[src/hw/pam_pkg.sv]
package pam_pkg;

  // ----------------------------------------------------------------
  // Register addresses in the core's special function space
  // ----------------------------------------------------------------
  localparam logic [7:0] PAM_ADR_P1_SEL_LO = 8'h8E;
  localparam logic [7:0] PAM_ADR_P1_SEL_HI = 8'h8F;
  localparam logic [7:0] PAM_ADR_P3_SEL    = 8'h91;
  localparam logic [7:0] PAM_ADR_P4_SEL_LO = 8'h92;
  localparam logic [7:0] PAM_ADR_P4_SEL_HI = 8'h93;
  localparam logic [7:0] PAM_ADR_P1_LATCH  = 8'h90;
  localparam logic [7:0] PAM_ADR_P3_LATCH  = 8'hB0;
  localparam logic [7:0] PAM_ADR_P4_LATCH  = 8'hC0;

  // ----------------------------------------------------------------
  // Reset values and pin layout
  // ----------------------------------------------------------------
  localparam logic [7:0]  PAM_SEL_RST   = 8'h00;
  localparam logic [7:0]  PAM_LATCH_RST = 8'hFF;
  localparam logic [7:0]  PAM_RDATA_RST = 8'h00;
  localparam logic [23:0] PAM_PREV_RST  = 24'hFFFFFF;
  localparam int          PAM_PINS      = 24;

  // ----------------------------------------------------------------
  // Types
  // ----------------------------------------------------------------
  typedef enum logic [2:0] {
    PAM_GPIO, PAM_QUASI, PAM_INPUT, PAM_ANALOG, PAM_OPEN, PAM_PUSH
  } pam_drive_t;

  typedef struct packed {
    pam_drive_t mode;
    logic       data;
  } pam_pin_t;

  typedef struct packed {
    logic out;
    logic oe_n;
    logic pull;
  } pam_pad1_t;

  typedef struct packed {
    logic       wr;
    logic       rd;
    logic [7:0] addr;
    logic [7:0] wdata;
  } pam_sfr_req_t;

  typedef struct packed {
    logic       serial0_transmit;
    logic       serial1_transmit;
    logic       spi_clock_pin;
    logic       spi_transmit_pin;
    logic       spi_select_pin;
    logic       i2c_data_pin;
    logic       i2c_clock_pin;
    logic [5:0] counter_module;
  } pam_periph_out_t;

  typedef struct packed {
    logic       serial0_receive;
    logic       external_interrupt_0;
    logic       external_interrupt_1;
    logic       counter0_input;
    logic       counter1_input;
    logic       i2c_data_pin;
    logic       i2c_clock_pin;
    logic       timer2_count_input;
    logic       timer2_trigger_input;
    logic       serial1_receive;
    logic       spi_clock_pin;
    logic       spi_receive_pin;
    logic       spi_select_pin;
    logic [5:0] counter_module;
    logic       counter_array0_ext_clock;
    logic       counter_array1_ext_clock;
  } pam_periph_in_t;

endpackage

[src/hw/pam_mux.sv]
`timescale 1ns/1ps
// What this block does
// RULE1 - Reset clears all five select registers so every pin is GPIO.
// RULE2 - Each pin's function is chosen on its own select bits only.
// RULE3 - Timer 2 and serial 1 may sit on Port 1 or Port 4 independently.
// RULE4 - Serial and SPI pins are quasi with a one-cycle strong high pulse.
// RULE5 - Timer and counter-array input pins are quasi and input only.
// RULE6 - Analog pins have pull-up and output driver both off, routed to the ADC.
// RULE7 - Only Port 1 pins can be routed to the analog converter.
// RULE8 - I2C pins are open drain with no strong high pulse.
// RULE9 - Only Port 3 offers open drain, so only it carries I2C.
// RULE10 - Counter-array outputs are push-pull, available on Port 4 only.
// RULE11 - Port 3 has one select bit per pin with a fixed function order.
// RULE12 - Port 1 decodes two bits: I/O, first alternate, second alternate.
// RULE13 - Port 1 alternates are timer 2, serial 1, SPI, then ADC channels.
// RULE14 - Port 4 decodes its two select bits the same way as Port 1.
// RULE15 - Port 4 alternates are counter array, then timer 2/serial 1/SPI.
// RULE16 - Reset sets the three port output latches to all ones.
// RULE17 - A peripheral input selected on both ports is fed from Port 1.
module pam_mux
  import pam_pkg::*;
(
  // Clock and reset
  input  wire logic                     sys_clk,
  input  wire logic                     rst_n,
  // Special function register access
  input  wire pam_pkg::pam_sfr_req_t    sfr_req,
  output logic [7:0]                    sfr_rdata,
  // Peripheral side
  input  wire pam_pkg::pam_periph_out_t periph_out,
  output pam_pkg::pam_periph_in_t       periph_in,
  // Pads: port 1 in [7:0], port 3 in [15:8], port 4 in [23:16]
  input  wire logic [23:0]              pad_in,
  output logic [23:0]                   pad_out,
  output logic [23:0]                   pad_oe_n,
  output logic [23:0]                   pad_pull_en,
  output logic [7:0]                    pad_analog_en
);
  import pam_pkg::*;

  // ----------------------------------------------------------------
  // State
  // ----------------------------------------------------------------
  typedef struct packed {
    logic [7:0]     sel1_lo;
    logic [7:0]     sel1_hi;
    logic [7:0]     sel3;
    logic [7:0]     sel4_lo;
    logic [7:0]     sel4_hi;
    logic [7:0]     lat1;
    logic [7:0]     lat3;
    logic [7:0]     lat4;
    logic [23:0]    s1;
    logic [23:0]    s2;
    logic [23:0]    prev;
    logic [23:0]    out;
    logic [23:0]    oe_n;
    logic [23:0]    pull;
    logic [7:0]     ana;
    logic [7:0]     rdata;
    pam_periph_in_t pin;
  } pam_state_t;

  pam_state_t q_r;
  pam_state_t q_nxt;

  // ----------------------------------------------------------------
  // Functions
  // ----------------------------------------------------------------
  // Timer 2 / serial 1 / SPI group, shared by Port 1 and Port 4
  function automatic pam_pin_t spi_side(input int k,
                                        input pam_periph_out_t po);
    pam_pin_t r;
    r = '{mode: PAM_QUASI, data: 1'b1};
    unique case (k)
      0, 1: r.mode = PAM_INPUT;                      // [RULE5]
      3: r.data = po.serial1_transmit;               // [RULE4]
      4: r.data = po.spi_clock_pin;
      6: r.data = po.spi_transmit_pin;
      7: r.data = po.spi_select_pin;
      default: r.data = 1'b1;
    endcase
    return r;
  endfunction

  // Pad drive for a mode; prev is the data seen one cycle earlier
  function automatic pam_pad1_t drive(input pam_drive_t m,
                                      input logic d,
                                      input logic prev);
    pam_pad1_t p;
    p = '{out: 1'b1, oe_n: 1'b1, pull: 1'b1};
    unique case (m)
      PAM_GPIO, PAM_QUASI: begin
        if (!d) begin
          p = '{out: 1'b0, oe_n: 1'b0, pull: 1'b0};
        end else if (!prev) begin
          p.oe_n = 1'b0;                             // [RULE4]
        end
      end
      PAM_INPUT: p = '{out: 1'b1, oe_n: 1'b1, pull: 1'b1};
      PAM_ANALOG: p = '{out: 1'b0, oe_n: 1'b1, pull: 1'b0}; // [RULE6]
      PAM_OPEN: begin
        if (!d) begin                                // [RULE8]
          p = '{out: 1'b0, oe_n: 1'b0, pull: 1'b0};
        end
      end
      PAM_PUSH: p = '{out: d, oe_n: 1'b0, pull: 1'b0}; // [RULE10]
      default: p = '{out: 1'b1, oe_n: 1'b1, pull: 1'b1};
    endcase
    return p;
  endfunction

  // Port 1 wins when both ports carry the same input
  function automatic logic pick(input logic hit1, input logic v1,
                                input logic hit4, input logic v4);
    return hit1 ? v1 : (hit4 ? v4 : 1'b1);           // [RULE17]
  endfunction

  // ----------------------------------------------------------------
  // Next state
  // ----------------------------------------------------------------
  pam_pin_t   fn  [PAM_PINS];
  pam_pad1_t  pd;
  logic [7:0] p1a1, p4a1, p4a2;
  logic [7:0] pn1, pn3, pn4;

  always_comb begin
    q_nxt = q_r;
    q_nxt.s1 = pad_in;
    q_nxt.s2 = q_r.s1;
    pn1 = q_r.s2[7:0];
    pn3 = q_r.s2[15:8];
    pn4 = q_r.s2[23:16];
    // Register writes
    if (sfr_req.wr) begin
      unique case (sfr_req.addr)
        PAM_ADR_P1_SEL_LO: q_nxt.sel1_lo = sfr_req.wdata;
        PAM_ADR_P1_SEL_HI: q_nxt.sel1_hi = sfr_req.wdata;
        PAM_ADR_P3_SEL:    q_nxt.sel3    = sfr_req.wdata;
        PAM_ADR_P4_SEL_LO: q_nxt.sel4_lo = sfr_req.wdata;
        PAM_ADR_P4_SEL_HI: q_nxt.sel4_hi = sfr_req.wdata;
        PAM_ADR_P1_LATCH:  q_nxt.lat1    = sfr_req.wdata;
        PAM_ADR_P3_LATCH:  q_nxt.lat3    = sfr_req.wdata;
        PAM_ADR_P4_LATCH:  q_nxt.lat4    = sfr_req.wdata;
        default: ;
      endcase
    end
    // Port reads return the pin levels, not the latches
    if (sfr_req.rd) begin
      unique case (sfr_req.addr)
        PAM_ADR_P1_SEL_LO: q_nxt.rdata = q_r.sel1_lo;
        PAM_ADR_P1_SEL_HI: q_nxt.rdata = q_r.sel1_hi;
        PAM_ADR_P3_SEL:    q_nxt.rdata = q_r.sel3;
        PAM_ADR_P4_SEL_LO: q_nxt.rdata = q_r.sel4_lo;
        PAM_ADR_P4_SEL_HI: q_nxt.rdata = q_r.sel4_hi;
        PAM_ADR_P1_LATCH:  q_nxt.rdata = pn1;
        PAM_ADR_P3_LATCH:  q_nxt.rdata = pn3;
        PAM_ADR_P4_LATCH:  q_nxt.rdata = pn4;
        default:           q_nxt.rdata = 8'h00;
      endcase
    end
    // Per-pin function decode, each pin on its own bits  [RULE2]
    p1a1 = q_r.sel1_lo & ~q_r.sel1_hi;                // [RULE12]
    p4a1 = q_r.sel4_lo & ~q_r.sel4_hi;                // [RULE14]
    p4a2 = q_r.sel4_lo & q_r.sel4_hi;
    for (int i = 0; i < 8; i++) begin
      // Port 1
      if (!q_r.sel1_lo[i]) begin
        fn[i] = '{mode: PAM_GPIO, data: q_r.lat1[i]};
      end else if (!q_r.sel1_hi[i]) begin
        fn[i] = spi_side(i, periph_out);              // [RULE13]
      end else begin
        fn[i] = '{mode: PAM_ANALOG, data: 1'b1};      // [RULE7]
      end
      // Port 3
      if (!q_r.sel3[i]) begin
        fn[8+i] = '{mode: PAM_GPIO, data: q_r.lat3[i]};
      end else begin
        unique case (i)                               // [RULE11]
          0: fn[8+i] = '{mode: PAM_QUASI, data: 1'b1};
          1: fn[8+i] = '{mode: PAM_QUASI,
                         data: periph_out.serial0_transmit};
          6: fn[8+i] = '{mode: PAM_OPEN,              // [RULE9]
                         data: periph_out.i2c_data_pin};
          7: fn[8+i] = '{mode: PAM_OPEN,
                         data: periph_out.i2c_clock_pin};
          default: fn[8+i] = '{mode: PAM_INPUT, data: 1'b1};
        endcase
      end
      // Port 4
      if (!q_r.sel4_lo[i]) begin
        fn[16+i] = '{mode: PAM_GPIO, data: q_r.lat4[i]};
      end else if (!q_r.sel4_hi[i]) begin
        unique case (i)                               // [RULE15]
          3, 7: fn[16+i] = '{mode: PAM_INPUT, data: 1'b1};
          0, 1, 2: fn[16+i] = '{mode: PAM_PUSH,
                     data: periph_out.counter_module[i]};
          default: fn[16+i] = '{mode: PAM_PUSH,
                     data: periph_out.counter_module[i-1]};
        endcase
      end else begin
        fn[16+i] = spi_side(i, periph_out);           // [RULE15]
      end
    end
    for (int j = 0; j < PAM_PINS; j++) begin
      pd = drive(fn[j].mode, fn[j].data, q_r.prev[j]);
      q_nxt.out[j]  = pd.out;
      q_nxt.oe_n[j] = pd.oe_n;
      q_nxt.pull[j] = pd.pull;
      q_nxt.prev[j] = fn[j].data;
    end
    for (int a = 0; a < 8; a++) begin
      q_nxt.ana[a] = fn[a].mode == PAM_ANALOG;       // [RULE6]
    end
    // Peripheral inputs; unselected inputs idle high
    q_nxt.pin.serial0_receive      = q_r.sel3[0] ? pn3[0] : 1'b1;
    q_nxt.pin.external_interrupt_0 = q_r.sel3[2] ? pn3[2] : 1'b1;
    q_nxt.pin.external_interrupt_1 = q_r.sel3[3] ? pn3[3] : 1'b1;
    q_nxt.pin.counter0_input       = q_r.sel3[4] ? pn3[4] : 1'b1;
    q_nxt.pin.counter1_input       = q_r.sel3[5] ? pn3[5] : 1'b1;
    q_nxt.pin.i2c_data_pin         = q_r.sel3[6] ? pn3[6] : 1'b1;
    q_nxt.pin.i2c_clock_pin        = q_r.sel3[7] ? pn3[7] : 1'b1;
    q_nxt.pin.timer2_count_input   =                 // [RULE3]
      pick(p1a1[0], pn1[0], p4a2[0], pn4[0]);
    q_nxt.pin.timer2_trigger_input =
      pick(p1a1[1], pn1[1], p4a2[1], pn4[1]);
    q_nxt.pin.serial1_receive      =
      pick(p1a1[2], pn1[2], p4a2[2], pn4[2]);
    q_nxt.pin.spi_clock_pin        =
      pick(p1a1[4], pn1[4], p4a2[4], pn4[4]);
    q_nxt.pin.spi_receive_pin      =
      pick(p1a1[5], pn1[5], p4a2[5], pn4[5]);
    q_nxt.pin.spi_select_pin       =
      pick(p1a1[7], pn1[7], p4a2[7], pn4[7]);
    q_nxt.pin.counter_module = {p4a1[6:4], p4a1[2:0]} &
                               {pn4[6:4], pn4[2:0]} |
                               ~{p4a1[6:4], p4a1[2:0]};
    q_nxt.pin.counter_array0_ext_clock = p4a1[3] ? pn4[3] : 1'b1;
    q_nxt.pin.counter_array1_ext_clock = p4a1[7] ? pn4[7] : 1'b1;
  end

  // ----------------------------------------------------------------
  // Registers
  // ----------------------------------------------------------------
  always_ff @(posedge sys_clk or negedge rst_n) begin
    if (!rst_n) begin
      q_r         <= '0;
      q_r.sel1_lo <= PAM_SEL_RST;                     // [RULE1]
      q_r.sel1_hi <= PAM_SEL_RST;
      q_r.sel3    <= PAM_SEL_RST;
      q_r.sel4_lo <= PAM_SEL_RST;
      q_r.sel4_hi <= PAM_SEL_RST;
      q_r.lat1    <= PAM_LATCH_RST;                   // [RULE16]
      q_r.lat3    <= PAM_LATCH_RST;
      q_r.lat4    <= PAM_LATCH_RST;
      q_r.prev    <= PAM_PREV_RST;
      q_r.oe_n    <= PAM_PREV_RST;
      q_r.out     <= PAM_PREV_RST;
      q_r.pull    <= PAM_PREV_RST;
      q_r.rdata   <= PAM_RDATA_RST;
      q_r.pin     <= '1;
    end else begin
      q_r <= q_nxt;
    end
  end

  assign sfr_rdata     = q_r.rdata;
  assign periph_in     = q_r.pin;
  assign pad_out       = q_r.out;
  assign pad_oe_n      = q_r.oe_n;
  assign pad_pull_en   = q_r.pull;
  assign pad_analog_en = q_r.ana;
endmodule

[config.mk]
export PLATFORM = sky130hd
export DESIGN_NAME = pam_mux
export DESIGN_NICKNAME = d
export VERILOG_FILES = /design/src/hw/pam_pkg.sv /design/src/hw/pam_mux.sv
export SDC_FILE = /design/constraint.sdc
export NUM_CORES = 1
export LEC_CHECK = 0
export BUFFER_PORTS_ARGS = -buffer_cell sky130_fd_sc_hd__buf_2
export CORE_MARGIN = 2
export CORE_UTILIZATION = 60
export CTS_CLUSTER_SIZE = 16
export DETAILED_ROUTE_END_ITERATION = 8
export PLACE_DENSITY = 0.85
export SETUP_SLACK_MARGIN = 0.5
export SYNTH_ARGS = -nofsm -noshare
export SYNTH_HDL_FRONTEND = slang
export SYNTH_SLANG_ARGS = --single-unit
[constraint.sdc]
create_clock -name sys_clk -period 3.2 [get_ports sys_clk]
set_clock_uncertainty 0.05 [all_clocks]
set_input_delay 0.48 -clock sys_clk [delete_from_list [all_inputs] [get_ports sys_clk]]
set_output_delay 0.48 -clock sys_clk [all_outputs]
set_load 0.1 [all_outputs]
==> impl_metrics.csv, run 1 <==
group,metric,value,unit
power,comb_power_share,0.130,
layout,antenna_cells,0,
clock_network,cts_sinks,223,
logic_synthesis,synth_top_area_cell,"dfstp_2",
detailed_routing,wl,18840,µm
critical_path,slowest_stage,"dfstp_2",
layout,utilization,0.6777,
logic_synthesis,synth_edf_count,0,
logic_synthesis,synth_most_common_cell,"dfstp_2",
logic_synthesis,synth_seq_area_share,0.6262,
power,p_seq_frac,0.473,
power,p_leak,0.004850,µW
global_route,grt_pass1_wl,29850,µm
timing,period_share,0.6247,
logic_synthesis,syn_avg_cell_area,13.86,µm²
timing,hold_viol_final,0,
power,peakVddDrop,0.4705,mV
layout,area_growth_syn_to_layout,11.36,%
clock_network,worst_skew_pair.late_latency,0.50,ns
logic_synthesis,yosysWarnings,0,
clock_network,post_cts_buffers,0,
global_route,grt.total_usage,0.2374,
place,hpwl,12710,µm
detailed_routing,drcViolationCount,0,
min_path,hp-class,"in2async",
flow_run,maxCapViolations,0,
floorplanning,rows,45,
detailed_routing,via_per_inst,5.662,
floorplanning,dieArea,16250,µm²
clock_network,hold_buffers,0,
run_status,status,"finished clean",
place,portBuffers,165,
critical_path,crit_family,"flip-flops",
timing,report.final.slew_viol_count,0,
layout,stdcell_count,945,
detailed_routing,avgRoutedWirePerCell,19.94,µm
global_route,grt_pass1_vias,5553,
clock_network,cts_tree,"built",
layout,drive_above_1_share,0.5839,
timing,final-setup-viol-count,0,
logic_synthesis,synth.distinct_cells,54,
logic_synthesis,ys.flop_type,"dfstp_2",
global_route,overflow,0,
critical_path,critical_path_class,"reg2out",
power,p_int,4782,µW
logic_synthesis,synth_common_cells,"dfstp_2 (119), buf_4 (109), dfrtp_1 (104), mux2_2 (66), inv_1 (19)",
layout,layout.nets,798,
floorplanning,core,15030,µm²
global_route,grt_max_degree,116,
critical_path,cp_max_fo,2,
clock_network,cts_resized,0,
logic_synthesis,syn_nets,717,
clock_network,numCtsBuffers,23,
floorplanning,die_x,127.5,µm
critical_path,crit_path_start_kind,"register",
timing,finalCriticalPeriod,1.999,ns
timing,worst_pin_slew,0.8026,ns
power,p_sw,1803,µW
floorplanning,io_pins,166,
logic_synthesis,synth_top_area_frac,0.3418,
timing,rsz0062_at_grt,"false",
timing,fmax,500.3,MHz
place,placed_cell_area,9432,µm²
critical_path,worstPathRequired,2.67,ns
logic_synthesis,async_reset_ff_frac,1.000,
logic_synthesis,synth-seq-cells,223,
floorplanning,start_util,0.6086,
timing,setup_tns,0,ns
clock_network,htreeDepth,1,
detailed_routing,ant_nets,0,
timing,relSlewSlack,0.4649,
critical_path,cp_cell_sequence,"buf_2",
detailed_routing,drtIter0Drc,402,
detailed_routing,route.vias.total,5351,
critical_path,path_buf_inv,1,
place,gp_congestion,0.8354,
clock_network,clk_pin_slew,0.06,ns
layout,finalInstanceArea,10190,µm²
clock_network,ctsRootBufferMaster,"clkbuf_16",
clock_network,cts.path.max_buffers,3,
logic_synthesis,postSynthCellCount,660,
power,power_density,646.3,nW/µm²
place,dp.cells,904,
critical_path,cp_data_arrival_time,1.47,ns
detailed_routing,first_pass_iters,5,
logic_synthesis,syn_area,9149,µm²
power,p_clk_frac,0.397,
power,p_sw_frac,0.2738,
timing,hold-worst-slack,0.001945,ns
floorplanning,die_h,127.5,µm
critical_path,worst_setup_path_end_kind,"primary output",
critical_path,max_stage_delay,0.54,ns
global_route,antenna_found_initial,0,
logic_synthesis,netlist_top_cells_area,"dfstp_2 (34%), dfrtp_1 (28%), buf_4 (8.9%), mux2_2 (8.1%), mux4_2 (2.0%)",
layer usage:
layer / wire [µm] / up-vias / share of wire / GRT usage
met5: 0 / - / 0 / 0
met4: 490 / 0 / 0.026 / 0.08791
met3: 1398 / 44 / 0.074 / 0.05318
met2: 9603 / 238 / 0.51 / 0.3960
met1: 7348 / 2748 / 0.39 / 0.3083
li1: - / 2321 / - / -
worst paths after layout:
check	from	end	slack, ns	depth (start not counted)
worst max-delay path	pad_pull_en[12]$_DFF_PN1_	pad_pull_en[12]	1.20	1
worst min register to register	q_nxt[150]$_DFF_PN0_	pn4[1]$_DFF_PN0_	0.29	0
min in group sys_clk	pad_in[20]	q_nxt[153]$_DFF_PN0_	0.04	1
worst max register to register	q_r[213]$_DFFE_PN0P_	sfr_rdata[0]$_DFFE_PN0P_	1.74	3
max in group asynchronous	rst_n	pad_oe_n[1]$_DFF_PN1_	2.17	2
worst min-delay path	rst_n	pn3[3]$_DFF_PN0_	0.002	1
final cells by class:
| class | instances | area (µm²) |
|---|---|---|
| clock inverters | 5 | 52.55 |
| multi-input cells | 295 | 2455 |
| fillers | 1020 | 4845 |
| clock buffers | 36 | 704.4 |
| flip-flops and latches | 223 | 5729 |
| well taps | 188 | 235.2 |
| inverters | 19 | 71.32 |
| repair buffers | 179 | 940.9 |
registers in the layout, summed over array words and instances, names as in the netlist:
name           cells
q_r               84
pn1                8
pn4                8
sfr_rdata          8
periph_in         21
pad_oe_n          24
pad_analog_en      8
q_nxt             24
pad_out            6
pn3                8
pad_pull_en       24
through the flow:
stage	total power, µW	setup WS, ns
after floorplan	3870	0.9956
after global placement	3985	0.8420
after detailed placement	4011	0.7776
after CTS	6637	1.188
after global routing	6813	1.176
final	6585	1.201
power groups by stage:
stage / clock, µW / combinational [µW] / sequential (µW)
floorplan: 0 / 751 / 3120
global placement: 0 / 841 / 3140
global route: 2790 / 897 / 3130
detailed placement: 0 / 858 / 3150
finish: 2620 / 856 / 3110
CTS: 2670 / 862 / 3110
cell usage in the layout, fill, tap and decap left out, types with 2 or more instances in the layout:
cell type / instances
nand2b_1: 17
clkinv_2: 3
nor2b_1: 14
nor4_1: 7
or3b_2: 2
dfstp_2: 119
a31oi_1: 4
o21ai_0: 13
nand3b_1: 8
and2_1: 14
a221oi_1: 6
nand2_2: 2
mux2_4: 8
o22a_1: 6
inv_1: 19
buf_2: 164
mux4_2: 8
clkbuf_16: 23
nand3_1: 7
a22o_1: 2
mux2_2: 66
mux2i_1: 3
buf_4: 14
a41oi_1: 3
or2_2: 12
dfrtp_1: 104
a21o_1: 12
a21oi_1: 15
nand2_1: 15
a31o_2: 2
or3b_1: 2
nor2_1: 16
nor3_1: 3
and3_1: 2
clkbuf_8: 8
a22oi_1: 8
or3_1: 2
clkbuf_1: 5
kinds of logic after synthesis:
group | Yosys count | share of synthesized area
AOI/OAI and AO/OA | 78 | 0.05963
xor gates and xnor gates | 1 | 0.0009575
buffers and inverters | 142 | 0.1054
DFF | 223 | 0.6262
muxes | 85 | 0.1173
and+or+nand+nor | 131 | 0.09040
Power figures use the tool's default switching activity.
==> run 2: changes to the inputs <==
- ABC_AREA: default -> 1
- CORE_UTILIZATION: 60 -> 50
- PLACE_DENSITY: 0.85 -> 0.76
- clock period: 3.2 -> 1.8 ns (I/O delays scaled with it)
==> run 2 against run 1 <==
Cell area grew 21%. Count of clock-buffer cells in the layout shrank 8. Sequential power grew 90%. Hold slack gained 0.017 ns. Worst setup slack lost 1.0 ns. Die area grew 21%. Sequential share of layout area shrank 9.9 points. Area after synthesis grew 1.1%. First-iteration DRC count grew 53%. Critical path type unchanged.
==> impl_metrics.csv, run 2 <==
group,metric,value,unit
run_status,status,"finished clean",
critical_path,crit_path_start_kind,"register",
timing,report.final.slew_viol_count,0,
global_route,grt.total_usage,0.2347,
logic_synthesis,synth_top_area_cell,"dfstp_2",
logic_synthesis,synth-seq-cells,223,
global_route,grt_pass1_wl,36030,µm
layout,largest_reg_flops,84,
critical_path,path_buf_inv,1,
timing,final-setup-viol-count,0,
power,power_density,1125,nW/µm²
layout,layout.nets,1083,
min_path,hp-class,"in2reg",
critical_path,critical_path_depth,1,
detailed_routing,wl,23360,µm
layout,area_growth_syn_to_layout,33.72,%
clock_network,cts.path.max_buffers,3,
logic_synthesis,netlist_top_cells_area,"dfstp_2 (34%), dfrtp_1 (28%), buf_4 (8.9%), nand2_1 (8.2%), nand3_1 (4.2%)",
logic_synthesis,yosysWarnings,0,
critical_path,rr_startpoint,"q_r[211]$_DFFE_PN0P_",
global_route,antenna_found_initial,0,
floorplanning,rows,49,
timing,setup_slack,0.1841,ns
power,p_leak,0.005956,µW
critical_path,cp_cell_sequence,"buf_12",
layout,final_common_cell,"nand2_1",
logic_synthesis,synth_edf_count,0,
place,pre_cts_ws,0.08498,ns
critical_path,max_stage_delay,0.60,ns
layout,antenna_cells,0,
logic_synthesis,synth_top_area_frac,0.3381,
critical_path,reg2regPathDepth,7,
timing,relSlewSlack,0.7174,
detailed_routing,drtIter0Drc,614,
detailed_routing,ant_nets,0,
global_route,top_usage_layer,"met2",
clock_network,ctsRootBufferMaster,"clkbuf_16",
floorplanning,start_util,0.5131,
floorplanning,io_pins,166,
critical_path,cp_max_fo,3,
detailed_routing,via_per_inst,5.161,
timing,period_share,0.8977,
min_path,whs_path_depth,3,
logic_synthesis,async_reset_ff_frac,1.000,
detailed_routing,avgRoutedWirePerCell,18.38,µm
critical_path,critical_path_class,"reg2out",
logic_synthesis,synth_common_cells,"nand2_1 (202), dfstp_2 (119), buf_4 (110), dfrtp_1 (104), inv_1 (86)",
detailed_routing,route.vias.total,6559,
critical_path,worst_setup_path_end_kind,"primary output",
floorplanning,die_h,140.0,µm
place,gp_congestion,0.8696,
logic_synthesis,synth.distinct_cells,29,
layout,drive_above_1_share,0.3724,
global_route,overflow,0,
min_path,hp-start,"periph_out[3]",
global_route,grt_pass1_vias,6599,
logic_synthesis,synth_most_common_cell,"nand2_1",
min_path,hold-path-endpoint,"q_r[129]$_DFF_PN1_",
global_route,use_met2,0.3974,
global_route,grt_max_degree,47,
timing,worst_pin_slew,0.4194,ns
critical_path,crit_family,"flip-flops",
place,hpwl,14540,µm
floorplanning,die_x,140.0,µm
detailed_routing,drcViolationCount,0,
timing,finalCriticalPeriod,1.616,ns
place,portBuffers,165,
logic_synthesis,syn_nets,966,
floorplanning,core,18020,µm²
logic_synthesis,syn_avg_cell_area,10.17,µm²
logic_synthesis,ys.flop_type,"dfstp_2",
critical_path,cp_data_arrival_time,1.30,ns
timing,hold_viol_final,0,
logic_synthesis,postSynthCellCount,909,
detailed_routing,first_pass_iters,8,
critical_path,r2r-end,"pad_oe_n[22]$_DFF_PN1_",
logic_synthesis,syn_area,9248,µm²
floorplanning,dieArea,19600,µm²
timing,hold-worst-slack,0.01865,ns
timing,setup_tns,0,ns
clock_network,worst_skew_pair.late_latency,0.51,ns
clock_network,cts_sinks,223,
global_route,globalRouteMet3Util,0.03521,
clock_network,cts_tree,"built",
global_route,use_met1,0.3202,
critical_path,worstPathRequired,1.48,ns
logic_synthesis,synth_seq_area_share,0.6195,
timing,rsz0062_at_grt,"true",
critical_path,rrSetupSlack,0.61,ns
timing,fmax,618.9,MHz
power,peakVddDrop,1.146,mV
critical_path,slowest_stage,"dfstp_2",
clock_network,htreeDepth,1,
clock_network,clk_pin_slew,0.06,ns
layout,top_register,"q_r",
flow_run,maxCapViolations,0,
clock_network,numCtsBuffers,23,
layout,layout_common_cells,"nand2_1 (200), dfstp_2 (119), dfrtp_1 (104)",
==> run 2: cell count changes after synthesis, moves of 13 or more <==
cell and change:
nand2_1 +187, nor2b_1 -14, nor2_1 +35, o21ai_0 +42, o21ai_1 +13, inv_1 +67
mux2_2 -66, nand2b_1 -17, nand3_1 +70
==> run 2: cell type report <==
class                   instances  area (µm²)
repair buffers                224        2925
flip-flops and latches        223        5729
fillers                      1227        5659
multi-input cells             461        2251
clock buffers                  28       624.3
clock inverters                13       136.4
well taps                     229       286.5
inverters                      93       412.9
==> run 2: where the power goes <==
part	internal [µW]	total, µW	switching, µW
Sequential	5560	5900	342
Clock	2780	4760	1980
Combinational	1040	3250	2210
==> run 2: cells by family after synthesis <==
kind of cell | count (synthesis) | synth area share
AND/OR/NAND/NOR | 357 | 0.1766
AO/OA/AOI/OAI | 103 | 0.06075
flip-flops | 223 | 0.6195
multiplexers | 1 | 0.001082
buffers and inverters | 225 | 0.1421
==> run 2: worst min-delay path: stages <==
cell,delay [ns]
buf_2,0.11
nand3_1,0.12
nand2_1,0.06
==> run 2: worst max path at each step <==
stage,endpoint,startpoint,slack [ns]
3_5_place_dp,q_r[240]$_DFFE_PN0P_,sfr_req[13],0.08
3_3_place_gp,sfr_rdata[7]$_DFFE_PN0P_,sfr_req[13],0.15
5_1_grt,pad_pull_en[19],pad_pull_en[19]$_DFF_PN1_,0.15
2_1_floorplan,q_r[195]$_DFFE_PN1P_,sfr_req[11],0.50
4_1_cts,pad_out[8],pad_pull_en[8]$_DFF_PN1_,0.17
6_report,pad_pull_en[15],pad_pull_en[15]$_DFF_PN1_,0.18
==> run 2: per-layer routing <==
metal / routed length, µm / up-vias
li1: - / 2983
met5: 0 / -
met4: 512 / 0
met2: 11930 / 294
met3: 1618 / 43
met1: 9294 / 3239
==> run 2: metrics by stage <==
step | power, µW | std cells | utilization | instance area (µm²)
after global routing | 14380 | 1271 | 0.6860 | 12370
after CTS | 13870 | 1269 | 0.6783 | 12230
after global placement | 8334 | 1192 | 0.5380 | 9697
after floorplan | 8080 | 909 | - | 9341
after detailed placement | 8366 | 1192 | 0.5380 | 9697
final | 13910 | 1271 | 0.6860 | 12370
==> run 2: what timing repair did <==
action	CTS	global route
setup endpoints to repair	109	120
buffers inserted	3	2
endpoints found under the hold margin	155	0
hold buffers	33	0
resized for setup	388	26
pin swaps	0	1
